$ cat src/rtl/lsimm_regs.svh
// Constants for the immediate-offset load/store unit
`ifndef LSIMM_REGS_SVH
`define LSIMM_REGS_SVH
`define LSIMM_IMM_POS_MAX    13'sd4095
`define LSIMM_IMM_NEG_MIN    13'sd255
`define LSIMM_IMM_IDX_MAX    13'sd255
`define LSIMM_IMM_DUAL_MAX   13'sd1020
`define LSIMM_DUAL_STEP      32'h00000004
`define LSIMM_REG_SP         4'hd
`define LSIMM_REG_PC         4'hf
`endif

$ cat src/rtl/lsimm_pkg.sv
// Types for the immediate-offset load/store unit
package lsimm_pkg;
  typedef enum logic [1:0] {LSIMM_OFFSET, LSIMM_PRE, LSIMM_POST} lsimm_mode_t;
  typedef enum logic [2:0] {LSIMM_BYTE, LSIMM_SBYTE, LSIMM_HALF, LSIMM_SHALF, LSIMM_WORD, LSIMM_DUAL}
    lsimm_size_t;
  typedef struct packed {
    logic        load_op;
    lsimm_mode_t mode;
    lsimm_size_t size;
    logic        has_imm;
    logic [12:0] imm;
    logic [3:0]  transfer_reg;
    logic [3:0]  second_transfer_reg;
    logic [3:0]  base_reg;
  } lsimm_cmd_t;
  typedef struct packed {
    logic [31:0] addr;
    logic [31:0] wdata;
    logic        write;
    logic [3:0]  strb;
  } lsimm_mem_t;
endpackage : lsimm_pkg

$ cat src/rtl/lsimm_unit.sv
// Immediate-offset load/store execution unit
// Overview of operation
// (RULE1) Offset mode: address is base plus/minus immediate; base register unchanged.
// (RULE2) Without immediate, the base register value is the address.
// (RULE3) Pre-indexed: address is base plus/minus immediate; sum written back to base.
// (RULE4) Post-indexed: access at base, then base plus/minus immediate written back.
// (RULE5) Sizes byte, halfword, word, two words; narrow loads signed or unsigned.
// (RULE6) Unsigned byte loads zero-extend, signed byte loads sign-extend to 32 bits.
// (RULE7) Unsigned halfword loads zero-extend, signed halfword loads sign-extend.
// (RULE8) Single transfers: immediate -255..4095 offset mode, -255..255 indexed modes.
// (RULE9) Two-word transfers: immediate a multiple of 4 within -1020..1020.
// (RULE10) Two-word transfers also move the second transfer register.
// (RULE11) First word at effective address, second at effective address plus four.
// (RULE12) Software: SP/PC load target only for words; dual targets differ.
// (RULE13) Software: indexed forms use a base differing from transferred registers.
// (RULE14) Software: SP store source only for words; never PC as source or base.
// (RULE15) Software: word loaded into PC has bit 0 set.
// (RULE16) Word load into PC branches to loaded value with bit 0 cleared.
// (RULE17) Software: conditional PC load is last in its conditional block.
// (RULE18) Condition flags are never changed by these operations.
`timescale 1ns/10ps
`include "lsimm_regs.svh"
module lsimm_unit
  import lsimm_pkg::*;
(
  // Clock and reset
  input  wire logic        REF_CLK,
  input  wire logic        RST_N,
  // Command from decode
  input  wire logic        CMD_VALID,
  input  wire lsimm_cmd_t  CMD,
  input  wire logic [31:0] BASE_VAL,
  input  wire logic [31:0] T1_VAL,
  input  wire logic [31:0] T2_VAL,
  input  wire logic [3:0]  FLAGS_IN,
  output logic             CMD_READY,
  output logic             CMD_REJECT,
  // Memory side
  output logic             MEM_REQ,
  output lsimm_mem_t       MEM,
  input  wire logic        MEM_ACK,
  input  wire logic [31:0] MEM_RDATA,
  // Register writeback
  output logic             RF_WE,
  output logic [3:0]       RF_WADDR,
  output logic [31:0]      RF_WDATA,
  output logic             BRANCH,
  output logic [31:0]      BRANCH_ADDR,
  output logic [3:0]       FLAGS_OUT,
  output logic             DONE
);
  typedef enum logic [2:0] {S_IDLE, S_ACC1, S_ACC2, S_WB} lsimm_state_t;

  lsimm_state_t state_reg, state_next;
  lsimm_cmd_t   cmd_reg, cmd_next;
  logic [31:0]  ea_reg, ea_next, wb_reg, wb_next, t2_reg, t2_next;
  lsimm_mem_t   mem_reg, mem_next;
  logic         req_reg, req_next, rf_we_reg, rf_we_next, br_reg, br_next, done_reg, done_next, rej_reg, rej_next;
  logic [3:0]   rf_addr_reg, rf_addr_next;
  logic [31:0]  rf_data_reg, rf_data_next, br_addr_reg, br_addr_next;
  logic [31:0]  sum, ext_val;
  logic [31:0]  imm_ext;

  function automatic logic imm_ok(input lsimm_cmd_t c);
    logic signed [12:0] v;
    v = $signed(c.imm);
    if (!c.has_imm) imm_ok = 1'b1;
    else if (c.size == LSIMM_DUAL)                                               // RULE9
      imm_ok = (v[1:0] == 2'b00) && (v <= `LSIMM_IMM_DUAL_MAX) && (v >= -`LSIMM_IMM_DUAL_MAX);
    else if (c.mode == LSIMM_OFFSET)                                             // RULE8
      imm_ok = (v <= `LSIMM_IMM_POS_MAX) && (v >= -`LSIMM_IMM_NEG_MIN);
    else
      imm_ok = (v <= `LSIMM_IMM_IDX_MAX) && (v >= -`LSIMM_IMM_NEG_MIN);         // RULE8
  endfunction : imm_ok

  function automatic logic [3:0] strobes(input lsimm_size_t s, input logic [1:0] a);
    case (s)
      LSIMM_BYTE, LSIMM_SBYTE: strobes = 4'h1 << a;
      LSIMM_HALF, LSIMM_SHALF: strobes = a[1] ? 4'hc : 4'h3;
      default:                 strobes = 4'hf;
    endcase
  endfunction : strobes

  lsimm_extend u_ext (
    .raw   (MEM_RDATA),
    .size  (cmd_reg.size),
    .lane  (mem_reg.addr[1:0]),
    .value (ext_val)
  );

  always_comb begin
    imm_ext = CMD.has_imm ? {{19{CMD.imm[12]}}, CMD.imm} : 32'h00000000;  // RULE2
    sum     = BASE_VAL + imm_ext;
    state_next = state_reg; cmd_next = cmd_reg; ea_next = ea_reg; wb_next = wb_reg; t2_next = t2_reg;
    mem_next = mem_reg; req_next = req_reg; rf_we_next = 1'b0; rf_addr_next = rf_addr_reg;
    rf_data_next = rf_data_reg; br_next = 1'b0; br_addr_next = br_addr_reg; done_next = 1'b0; rej_next = 1'b0;
    case (state_reg)
      S_IDLE: begin
        if (CMD_VALID) begin
          if (!imm_ok(CMD)) begin
            rej_next  = 1'b1;
            done_next = 1'b1;
          end else begin
            cmd_next = CMD;
            t2_next  = T2_VAL;
            wb_next  = sum;                                                 // RULE3 RULE4
            ea_next  = (CMD.mode == LSIMM_POST) ? BASE_VAL : sum;           // RULE1 RULE3 RULE4
            mem_next.addr  = (CMD.mode == LSIMM_POST) ? BASE_VAL : sum;
            mem_next.write = !CMD.load_op;
            mem_next.strb  = strobes(CMD.size, mem_next.addr[1:0]);
            case (CMD.size)
              LSIMM_BYTE, LSIMM_SBYTE: mem_next.wdata = {4{T1_VAL[7:0]}};
              LSIMM_HALF, LSIMM_SHALF: mem_next.wdata = {2{T1_VAL[15:0]}};
              default:                 mem_next.wdata = T1_VAL;               // RULE5
            endcase
            req_next   = 1'b1;
            state_next = S_ACC1;
          end
        end
      end
      S_ACC1: begin
        if (MEM_ACK) begin
          if (cmd_reg.load_op) begin
            rf_we_next   = 1'b1;
            rf_addr_next = cmd_reg.transfer_reg;
            rf_data_next = ext_val;                                         // RULE6 RULE7
            if (cmd_reg.transfer_reg == `LSIMM_REG_PC && cmd_reg.size == LSIMM_WORD) begin
              rf_we_next   = 1'b0;
              br_next      = 1'b1;                                          // RULE16
              br_addr_next = {MEM_RDATA[31:1], 1'b0};                       // RULE16
            end
          end
          if (cmd_reg.size == LSIMM_DUAL) begin
            mem_next.addr  = ea_reg + `LSIMM_DUAL_STEP;                     // RULE11
            mem_next.wdata = t2_reg;                                        // RULE10
            state_next     = S_ACC2;
          end else begin
            req_next   = 1'b0;
            state_next = S_WB;
          end
        end
      end
      S_ACC2: begin
        if (MEM_ACK) begin
          if (cmd_reg.load_op) begin
            rf_we_next   = 1'b1;
            rf_addr_next = cmd_reg.second_transfer_reg;                     // RULE10
            rf_data_next = MEM_RDATA;
          end
          req_next   = 1'b0;
          state_next = S_WB;
        end
      end
      S_WB: begin
        if (cmd_reg.mode != LSIMM_OFFSET) begin                             // RULE1
          rf_we_next   = 1'b1;
          rf_addr_next = cmd_reg.base_reg;
          rf_data_next = wb_reg;                                            // RULE3 RULE4
        end
        done_next  = 1'b1;
        state_next = S_IDLE;
      end
      default: state_next = S_IDLE;
    endcase
  end

  always_ff @(posedge REF_CLK) begin
    if (!RST_N) begin
      state_reg <= S_IDLE; cmd_reg <= '0; ea_reg <= 32'h00000000; wb_reg <= 32'h00000000;
      t2_reg <= 32'h00000000; mem_reg <= '0; req_reg <= 1'b0; rf_we_reg <= 1'b0; rf_addr_reg <= 4'h0;
      rf_data_reg <= 32'h00000000; br_reg <= 1'b0; br_addr_reg <= 32'h00000000; done_reg <= 1'b0;
      rej_reg <= 1'b0;
    end else begin
      state_reg <= state_next; cmd_reg <= cmd_next; ea_reg <= ea_next; wb_reg <= wb_next;
      t2_reg <= t2_next; mem_reg <= mem_next; req_reg <= req_next; rf_we_reg <= rf_we_next;
      rf_addr_reg <= rf_addr_next; rf_data_reg <= rf_data_next; br_reg <= br_next;
      br_addr_reg <= br_addr_next; done_reg <= done_next; rej_reg <= rej_next;
    end
  end

  assign CMD_READY   = (state_reg == S_IDLE);
  assign CMD_REJECT  = rej_reg;
  assign MEM_REQ     = req_reg;
  assign MEM         = mem_reg;
  assign RF_WE       = rf_we_reg;
  assign RF_WADDR    = rf_addr_reg;
  assign RF_WDATA    = rf_data_reg;
  assign BRANCH      = br_reg;
  assign BRANCH_ADDR = br_addr_reg;
  assign FLAGS_OUT   = FLAGS_IN;                                            // RULE18
  assign DONE        = done_reg;

  a_branch_lsb_clear: assert property (@(posedge REF_CLK) disable iff (!RST_N) // RULE16
    BRANCH |-> (BRANCH_ADDR[0] == 1'b0 && BRANCH_ADDR[31:1] == $past(MEM_RDATA[31:1])))
    else $error("branch target bit 0 not cleared");
  a_dual_second_addr: assert property (@(posedge REF_CLK) disable iff (!RST_N) // RULE11
    (state_reg == S_ACC1 && MEM_ACK && cmd_reg.size == LSIMM_DUAL) |=> (MEM.addr == $past(ea_reg) + `LSIMM_DUAL_STEP))
    else $error("second word address not plus four");
  a_post_base_addr: assert property (@(posedge REF_CLK) disable iff (!RST_N) // RULE4
    (CMD_VALID && CMD_READY && imm_ok(CMD) && CMD.mode == LSIMM_POST) |=> (MEM.addr == $past(BASE_VAL)))
    else $error("post-index address not base");
  a_pre_addr_sum: assert property (@(posedge REF_CLK) disable iff (!RST_N) // RULE3
    (CMD_VALID && CMD_READY && imm_ok(CMD) && CMD.mode == LSIMM_PRE) |=> (MEM.addr == wb_reg))
    else $error("pre-index address differs from writeback");
  a_offset_no_wb: assert property (@(posedge REF_CLK) disable iff (!RST_N) // RULE1
    (state_reg == S_WB && cmd_reg.mode == LSIMM_OFFSET) |=> !RF_WE)
    else $error("offset mode wrote base");
  a_index_wb_base: assert property (@(posedge REF_CLK) disable iff (!RST_N) // RULE3
    (state_reg == S_WB && cmd_reg.mode != LSIMM_OFFSET) |=> (RF_WE && RF_WADDR == $past(cmd_reg.base_reg)))
    else $error("indexed mode missing base writeback");
  a_imm_range_rej: assert property (@(posedge REF_CLK) disable iff (!RST_N) // RULE8
    (CMD_VALID && CMD_READY && CMD.has_imm && CMD.size != LSIMM_DUAL && CMD.mode != LSIMM_OFFSET
     && $signed(CMD.imm) > `LSIMM_IMM_IDX_MAX) |=> (CMD_REJECT && !MEM_REQ))
    else $error("indexed immediate out of range accepted");
  a_dual_align_rej: assert property (@(posedge REF_CLK) disable iff (!RST_N) // RULE9
    (CMD_VALID && CMD_READY && CMD.has_imm && CMD.size == LSIMM_DUAL && CMD.imm[1:0] != 2'b00)
    |=> CMD_REJECT)
    else $error("unaligned dual immediate accepted");
  a_sbyte_extend: assert property (@(posedge REF_CLK) disable iff (!RST_N) // RULE6
    (state_reg == S_ACC1 && MEM_ACK && cmd_reg.load_op && cmd_reg.size == LSIMM_SBYTE)
    |=> (RF_WDATA[31:8] == {24{RF_WDATA[7]}}))
    else $error("signed byte not sign-extended");
  a_flags_kept: assert property (@(posedge REF_CLK) disable iff (!RST_N) // RULE18
    DONE |-> (FLAGS_OUT == FLAGS_IN))
    else $error("flags changed");
endmodule : lsimm_unit

$ cat src/rtl/lsimm_extend.sv
// Load data extension to register width
`timescale 1ns/10ps
module lsimm_extend
  import lsimm_pkg::*;
(
  // Raw data and size
  input  wire logic [31:0] raw,
  input  wire lsimm_size_t size,
  input  wire logic [1:0]  lane,
  // Extended result
  output logic [31:0]      value
);
  logic [7:0]  byte_sel;
  logic [15:0] half_sel;
  always_comb begin
    byte_sel = raw[{lane, 3'b000} +: 8];
    half_sel = lane[1] ? raw[31:16] : raw[15:0];
    case (size)
      LSIMM_BYTE:  value = {24'h000000, byte_sel};               // RULE6
      LSIMM_SBYTE: value = {{24{byte_sel[7]}}, byte_sel};        // RULE6
      LSIMM_HALF:  value = {16'h0000, half_sel};                 // RULE7
      LSIMM_SHALF: value = {{16{half_sel[15]}}, half_sel};       // RULE7
      default:     value = raw;
    endcase
  end
endmodule : lsimm_extend

$ cat config.mk
export PLATFORM = sky130hd
export DESIGN_NAME = lsimm_unit
export DESIGN_NICKNAME = d
export VERILOG_FILES = /design/src/rtl/lsimm_pkg.sv /design/src/rtl/lsimm_unit.sv /design/src/rtl/lsimm_extend.sv
export VERILOG_INCLUDE_DIRS = /design/src /design/src/rtl
export SDC_FILE = /design/constraint.sdc
export NUM_CORES = 1
export LEC_CHECK = 0
export BUFFER_PORTS_ARGS = -buffer_cell sky130_fd_sc_hd__buf_2
export CELL_PAD_IN_SITES_DETAIL_PLACEMENT = 0
export CELL_PAD_IN_SITES_GLOBAL_PLACEMENT = 1
export CORE_MARGIN = 3
export CORE_UTILIZATION = 39
export CTS_BUF_LIST = sky130_fd_sc_hd__clkbuf_16
export CTS_CLUSTER_SIZE = 20
export DETAILED_ROUTE_END_ITERATION = 12
export PLACE_DENSITY_LB_ADDON = 0.1
export SKIP_CTS_REPAIR_TIMING = 1
export SLEW_MARGIN = 15
export SYNTH_ARGS = -nofsm -noshare
export SYNTH_HDL_FRONTEND = slang
export SYNTH_SLANG_ARGS = --single-unit
export TNS_END_PERCENT = 5
$ cat constraint.sdc
create_clock -name REF_CLK -period 4.8 [get_ports REF_CLK]
set_input_delay 0.24 -clock REF_CLK [delete_from_list [all_inputs] [get_ports REF_CLK]]
set_output_delay 0.24 -clock REF_CLK [all_outputs]
set_load 0.005 [all_outputs]
# After elaboration in Yosys (flattened, before gate mapping)
# Cells that the tools add are included.
[totals]
register_bits = 258
output_inout_bits = 147
word_cells = 131
[classes]
n_addsub = 2
magnitude_cmp = 5
eq_ne = 23
shifts = 2
muxes = 52
reduce_logical = 25
[ops]
columns = ["cell", "n"]
rows = [
  ["2-to-1 mux 32 bit", 7],
  ["2-to-1 mux 69 bit", 2],
  ["2-to-1 mux 64 bit", 2],
  ["one-hot mux 32 bit (4 select lines)", 1],
  ["one-hot mux 64 bit (2 select lines)", 1],
  ["one-hot mux 32 bit (3 select lines)", 1],
  ["one-hot mux 32 bit (2 select lines)", 1],
  ["adder 32 x 3 -> 32 bit, second input constant", 1],
  ["adder 32 bit", 1],
  ["variable part select 32 x 6 -> 8 bit", 1],
  ["2-to-1 mux 4 bit", 6],
  ["2-to-1 mux 1 bit", 20],
  ["== test 3 x 2 -> 1 bit, second input constant", 6],
  ["2-to-1 mux 16 bit", 1],
  ["!= test 2 bit, second input constant", 8],
  ["greater-or-equal comparator 13 x 11 -> 1 bit, second input constant", 1],
  ["greater-or-equal comparator 13 x 9 -> 1 bit, second input constant", 1],
  ["<= comparator 13 x 11 -> 1 bit, second input constant", 1],
  ["<= comparator 13 bit, second input constant", 1],
  ["<= comparator 13 x 9 -> 1 bit, second input constant", 1],
  ["2-to-1 mux 3 bit", 4],
  ["one-hot mux 4 bit (3 select lines)", 1],
  ["AND reduction 4 bit", 3],
  ["AND reduction 6 bit", 2],
  ["other kinds (20)", 35],
]

# Logic depth before layout (Yosys ltp)
[logic_depth]
depth_word = 10
depth_mapped = 13
depth_no_buf = 11

# By module
# From an unflattened synthesis, not the netlist that was laid out.
[hier_totals]
cells_unflattened = 1846
area_unflattened_um2 = 14151.1
[modules_own_cells]
columns = ["mod", "instances", "cells_per_inst", "area_each_um2", "seq_area_each_um2"]
rows = [
  ["lsimm_unit", 1, 1743, 13559.3, 5144.9],
  ["lsimm_extend", 1, 103, 591.8, 0.0],
]

# Least setup slack after synthesis
# No wires, ideal clock.
[synth_path]
path_type = "input -> register"
from = "input CMD[25] (netlist name)"
to = "register mem_reg (netlist bit MEM[53])"
setup_time_ns = 0.123
arrival_time_ns = 3.390
required_ns = 4.677
setup_slack_ns = 1.287
path_stages = 13
path_cell_list = "buf_2 > clkbuf_1 > and2_1 > ha_1 > fa_1 > a21o_1 > a221o_1 > o211a_1 > or4b_2 > a21oi_1 > xor2_1 > a221oi_1 > nor2_1"
[synth_via]
elab_chain_cells = 6
elab_cells_between_ends = 11
classes_between = "1 x add/sub; 1 x eq/ne; 8 x mux; 1 x reduce/logical"
[synth_lines]
columns = ["element", "line_no", "source"]
rows = [
  ["start, declared", "lsimm_unit.sv:31", "input wire lsimm_cmd_t CMD,"],
  ["2-to-1 mux 32 bit", "lsimm_unit.sv:92", "imm_ext = CMD.has_imm ? {{19{CMD.imm[12]}}, CMD.imm} : 32'h00000000;"],
  ["adder 32 bit", "lsimm_unit.sv:93", "sum = BASE_VAL + imm_ext;"],
  ["2-to-1 mux 32 bit", "lsimm_unit.sv:108", "mem_next.addr = (CMD.mode == LSIMM_POST) ? BASE_VAL : sum;"],
  ["2-to-1 mux 69 bit", "lsimm_unit.sv:100", "if (!imm_ok(CMD)) begin"],
  ["2-to-1 mux 69 bit", "lsimm_unit.sv:99", "if (CMD_VALID) begin"],
  ["one-hot mux 64 bit (2 select lines)", "lsimm_unit.sv:97", "case (state_reg)"],
  ["end signal, assigned", "lsimm_unit.sv:175", "t2_reg <= t2_next; mem_reg <= mem_next; req_reg <= req_next; rf_we_reg <= rf_we_next;"],
  ["end, declared", "lsimm_unit.sv:57", "lsimm_mem_t mem_reg, mem_next;"],
]
# Several ways; a longest one is shown, not always the timed one. The select of a mux whose other input is x is not followed.
# A chain may end at the register's enable or synchronous reset.

# Worst setup path after layout
[layout_path]
from = "input CMD[26] (netlist name)"
to = "register ea_reg[2]"
[layout_via]
elab_chain_cells = 6
[layout_lines]
columns = ["element", "line_no", "source"]
rows = [
  ["== test 3 bit", "lsimm_unit.sv:68", "else if (c.size == LSIMM_DUAL)"],
  ["2-to-1 mux 1 bit", "lsimm_unit.sv:68", ""],
  ["2-to-1 mux 1 bit", "lsimm_unit.sv:67", "if (!c.has_imm) imm_ok = 1'b1;"],
  ["2-to-1 mux 1 bit", "lsimm_unit.sv:99", ""],
  ["2-to-1 mux 1 bit", "lsimm_unit.sv:97", ""],
  ["AND reduction 3 bit (no line)", "n/a", ""],
  ["end signal, assigned", "lsimm_unit.sv:174", "state_reg <= state_next; cmd_reg <= cmd_next; ea_reg <= ea_next; wb_reg <= wb_next;"],
  ["end, declared", "lsimm_unit.sv:56", "logic [31:0] ea_reg, ea_next, wb_reg, wb_next, t2_reg, t2_next;"],
]
# No other way between the ends. The select of a mux whose other input is x is not followed.

==> results.sh <==
export IMPL_ios=315
export IMPL_final_period_utilization=0.693
export IMPL_syn_cell_area_sq_mm=0.0134
export IMPL_clk_pin_slew_ns=0.06
export IMPL_grt_pass1_wl_um=73400
export IMPL_hold_worst_slack_ns=-0.0276
export IMPL_rsz0062_at_grt="false"
export IMPL_die_area_sq_mm=0.0367
export IMPL_largest_reg_flops=69
export IMPL_tns_ns=0
export IMPL_violations="negative hold slack"
export IMPL_core_area_sq_mm=0.0338
export IMPL_synth_edf_count=0
export IMPL_synth_top_cell_area_share=0.383
export IMPL_crit_fanout=49
export IMPL_grt_overflow_total=0
export IMPL_die_h_um=192
export IMPL_die_w_um=192
export IMPL_drtPass1Iterations=7
export IMPL_status="finished, violations left"
export IMPL_finalMaxSlewViolations=0
export IMPL_synth_top_flop_cell="dfxtp_1"
export IMPL_numClockSinks=257
export IMPL_relSlewSlack=0.293
export IMPL_gp_congestion=0.877
export IMPL_dpl_instance_area_sq_mm=0.0152
export IMPL_post_drt_wl_per_cell_um=19.7
export IMPL_cp_slowest_cell="dlygate4sd3_1"
export IMPL_antenna_found_initial=0
export IMPL_cts_htree_levels=1
export IMPL_hpwl_um=35400
export IMPL_yosysMostFrequentCell="nand2_1"
export IMPL_finalSetupViolations=0
export IMPL_synth_area_per_cell_sq_um=7.64
export IMPL_worstSetupPathType="in2reg"
export IMPL_cellPowerDensity_mw_per_mm2=524
export IMPL_p_leak_uw=0.00690
export IMPL_grt_max_degree=108
export IMPL_max_vdd_ir_drop_v=0.000328
export IMPL_fin_area_sq_mm=0.0168
export IMPL_cap_violations=0
export IMPL_syn2layout_area_growth_pct=24.8
export IMPL_yosys_area_top_type="dfxtp_1"
export IMPL_vias_per_cell=5.56
export IMPL_fin_worst_skew_ns=0.0203
export IMPL_clk_latency_ns=0.55
export IMPL_tritoncts="done"
export IMPL_path_cells="dlygate4sd3_1, buf_2, and3b_1, a211o_1, o22ai_1, nand2_1, nand3_4, buf_4, buf_4, nand2_1, a21oi_1"
export IMPL_drtIter0Drc=934
export IMPL_cts_made_buffers=30
export IMPL_period_minus_slack_ns=3.33
export IMPL_synthesis_nets=1946
export IMPL_tightestPinTransition_ns=1.06
export IMPL_synth_seq_cells=257
export IMPL_async_flop_share=0
export IMPL_worst_ep_arrival_time_ns=3.78
export IMPL_grt_total_usage=0.252
export IMPL_cts_root_buf="clkbuf_16"
export IMPL_critPathLaunch="CMD[26]"
export IMPL_rows=67
export IMPL_numPortBuffers=305
export IMPL_yosys_warnings=0
export IMPL_ys_seq_area_frac=0.383
export IMPL_drcViolationCount=0
export IMPL_synth_area_leaders="dfxtp_1, nand2_1, a21oi_1, nor2_1, o21ai_0"
export IMPL_slowest_delay_ns=0.55
export IMPL_drive_gt1_frac=0.198
export IMPL_critPathLaunchType="input pin"
export IMPL_synth_distinct_cells=77
export IMPL_path_buf_inv=4
export IMPL_synth_commonest_cells="nand2_1, dfxtp_1, nor2_1"
export IMPL_min_from="MEM_RDATA[9]"
export IMPL_r2r_start="state_reg[0]"
export IMPL_cts_buffer_depth=3
export IMPL_cp_top_family="buffers and inverters"
export IMPL_max_freq_ghz=0.300
export IMPL_start_util=0.398
export IMPL_grt_pass1_vias=12392
export IMPL_end_kind="flip-flop"
export IMPL_hold_viol=4
export IMPL_vias=13941
export IMPL_required_ns=5.25
export IMPL_hold_path_class="in2reg"
export IMPL_nets=2227
export IMPL_syn_inst=1759
export IMPL_routed_wl_um=49500
export IMPL_ant_nets=0
placed cells by master (no fill, tap or decap), types with 32 or more instances in the layout:
| master | instances |
|---|---|
| nand2_1 | 276 |
| buf_2 | 305 |
| a21oi_1 | 192 |
| a221oi_1 | 49 |
| dfxtp_1 | 257 |
| xnor2_1 | 45 |
| nand3_1 | 46 |
| nor2_1 | 195 |
| dlygate4sd3_1 | 71 |
| nor3_1 | 63 |
| o21ai_0 | 113 |
| a211oi_1 | 32 |
worst register-to-register path: stages (launching register included):
cell and delay (ns):
dfxtp_1 0.35, inv_1 0.09, ha_1 0.57, nand2_1 0.36, a21oi_4 0.66, buf_12 0.41, nand2_1 0.22, o21ai_0 0.23
final timing paths:
path,cells past startpoint,endpoint,slack [ns]
max,11,ea_reg[2],1.47
min,3,BRANCH_ADDR[9],-0.03
max reg2reg,7,wb_reg[18],1.84
min reg2reg,2,BRANCH_ADDR[3],0.45
where the power goes:
part           internal (uW)  switching (uW)  leakage [uW]
Combinational           1340            2290       0.00433
Clock                   1200             884      0.000463
Sequential              2690             384       0.00211
Total                   5230            3560       0.00690
per-stage QoR:
step           worst slack (ns)  total power (uW)  cells   util  hold WS [ns]
2_1_floorplan              1.29              5310   1759      -         0.376
3_3_place_gp               1.11              6640   2385  0.449         0.438
3_5_place_dp               1.11              6680   2385  0.449         0.444
4_1_cts                    1.69              8780   2436  0.475       -0.0915
5_1_grt                    1.31              9390   2507  0.497      0.000799
6_report                   1.47              8790   2508  0.497       -0.0276
kinds of logic after synthesis:
family | synth area share
other | 0.000279
flip-flops | 0.383
AO/OA/AOI/OAI | 0.242
adder cells (fa/ha/maj) | 0.0182
buffers and inverters | 0.0503
XOR/XNOR | 0.0443
AND/OR/NAND/NOR | 0.226
multiplexers | 0.0366
metal layers:
layer	routed length, um	vias up	GRT usage
li1	-	6848	-
met1	24300	6504	0.397
met2	20600	533	0.364
met3	3620	56	0.0318
met4	919	0	0.0514
met5	0	-	0
layout make-up:
class	instances	area [sq um]
inverter	20	80.1
multi-input combinational	1333	7690
timing repair buffer	398	2410
tap	448	561
fill	3428	17000
sequential	257	5140
antenna	1	2.50
clock buffer	31	776
clock inverter	20	109
No activity file was read; power rests on OpenSTA's default activity.
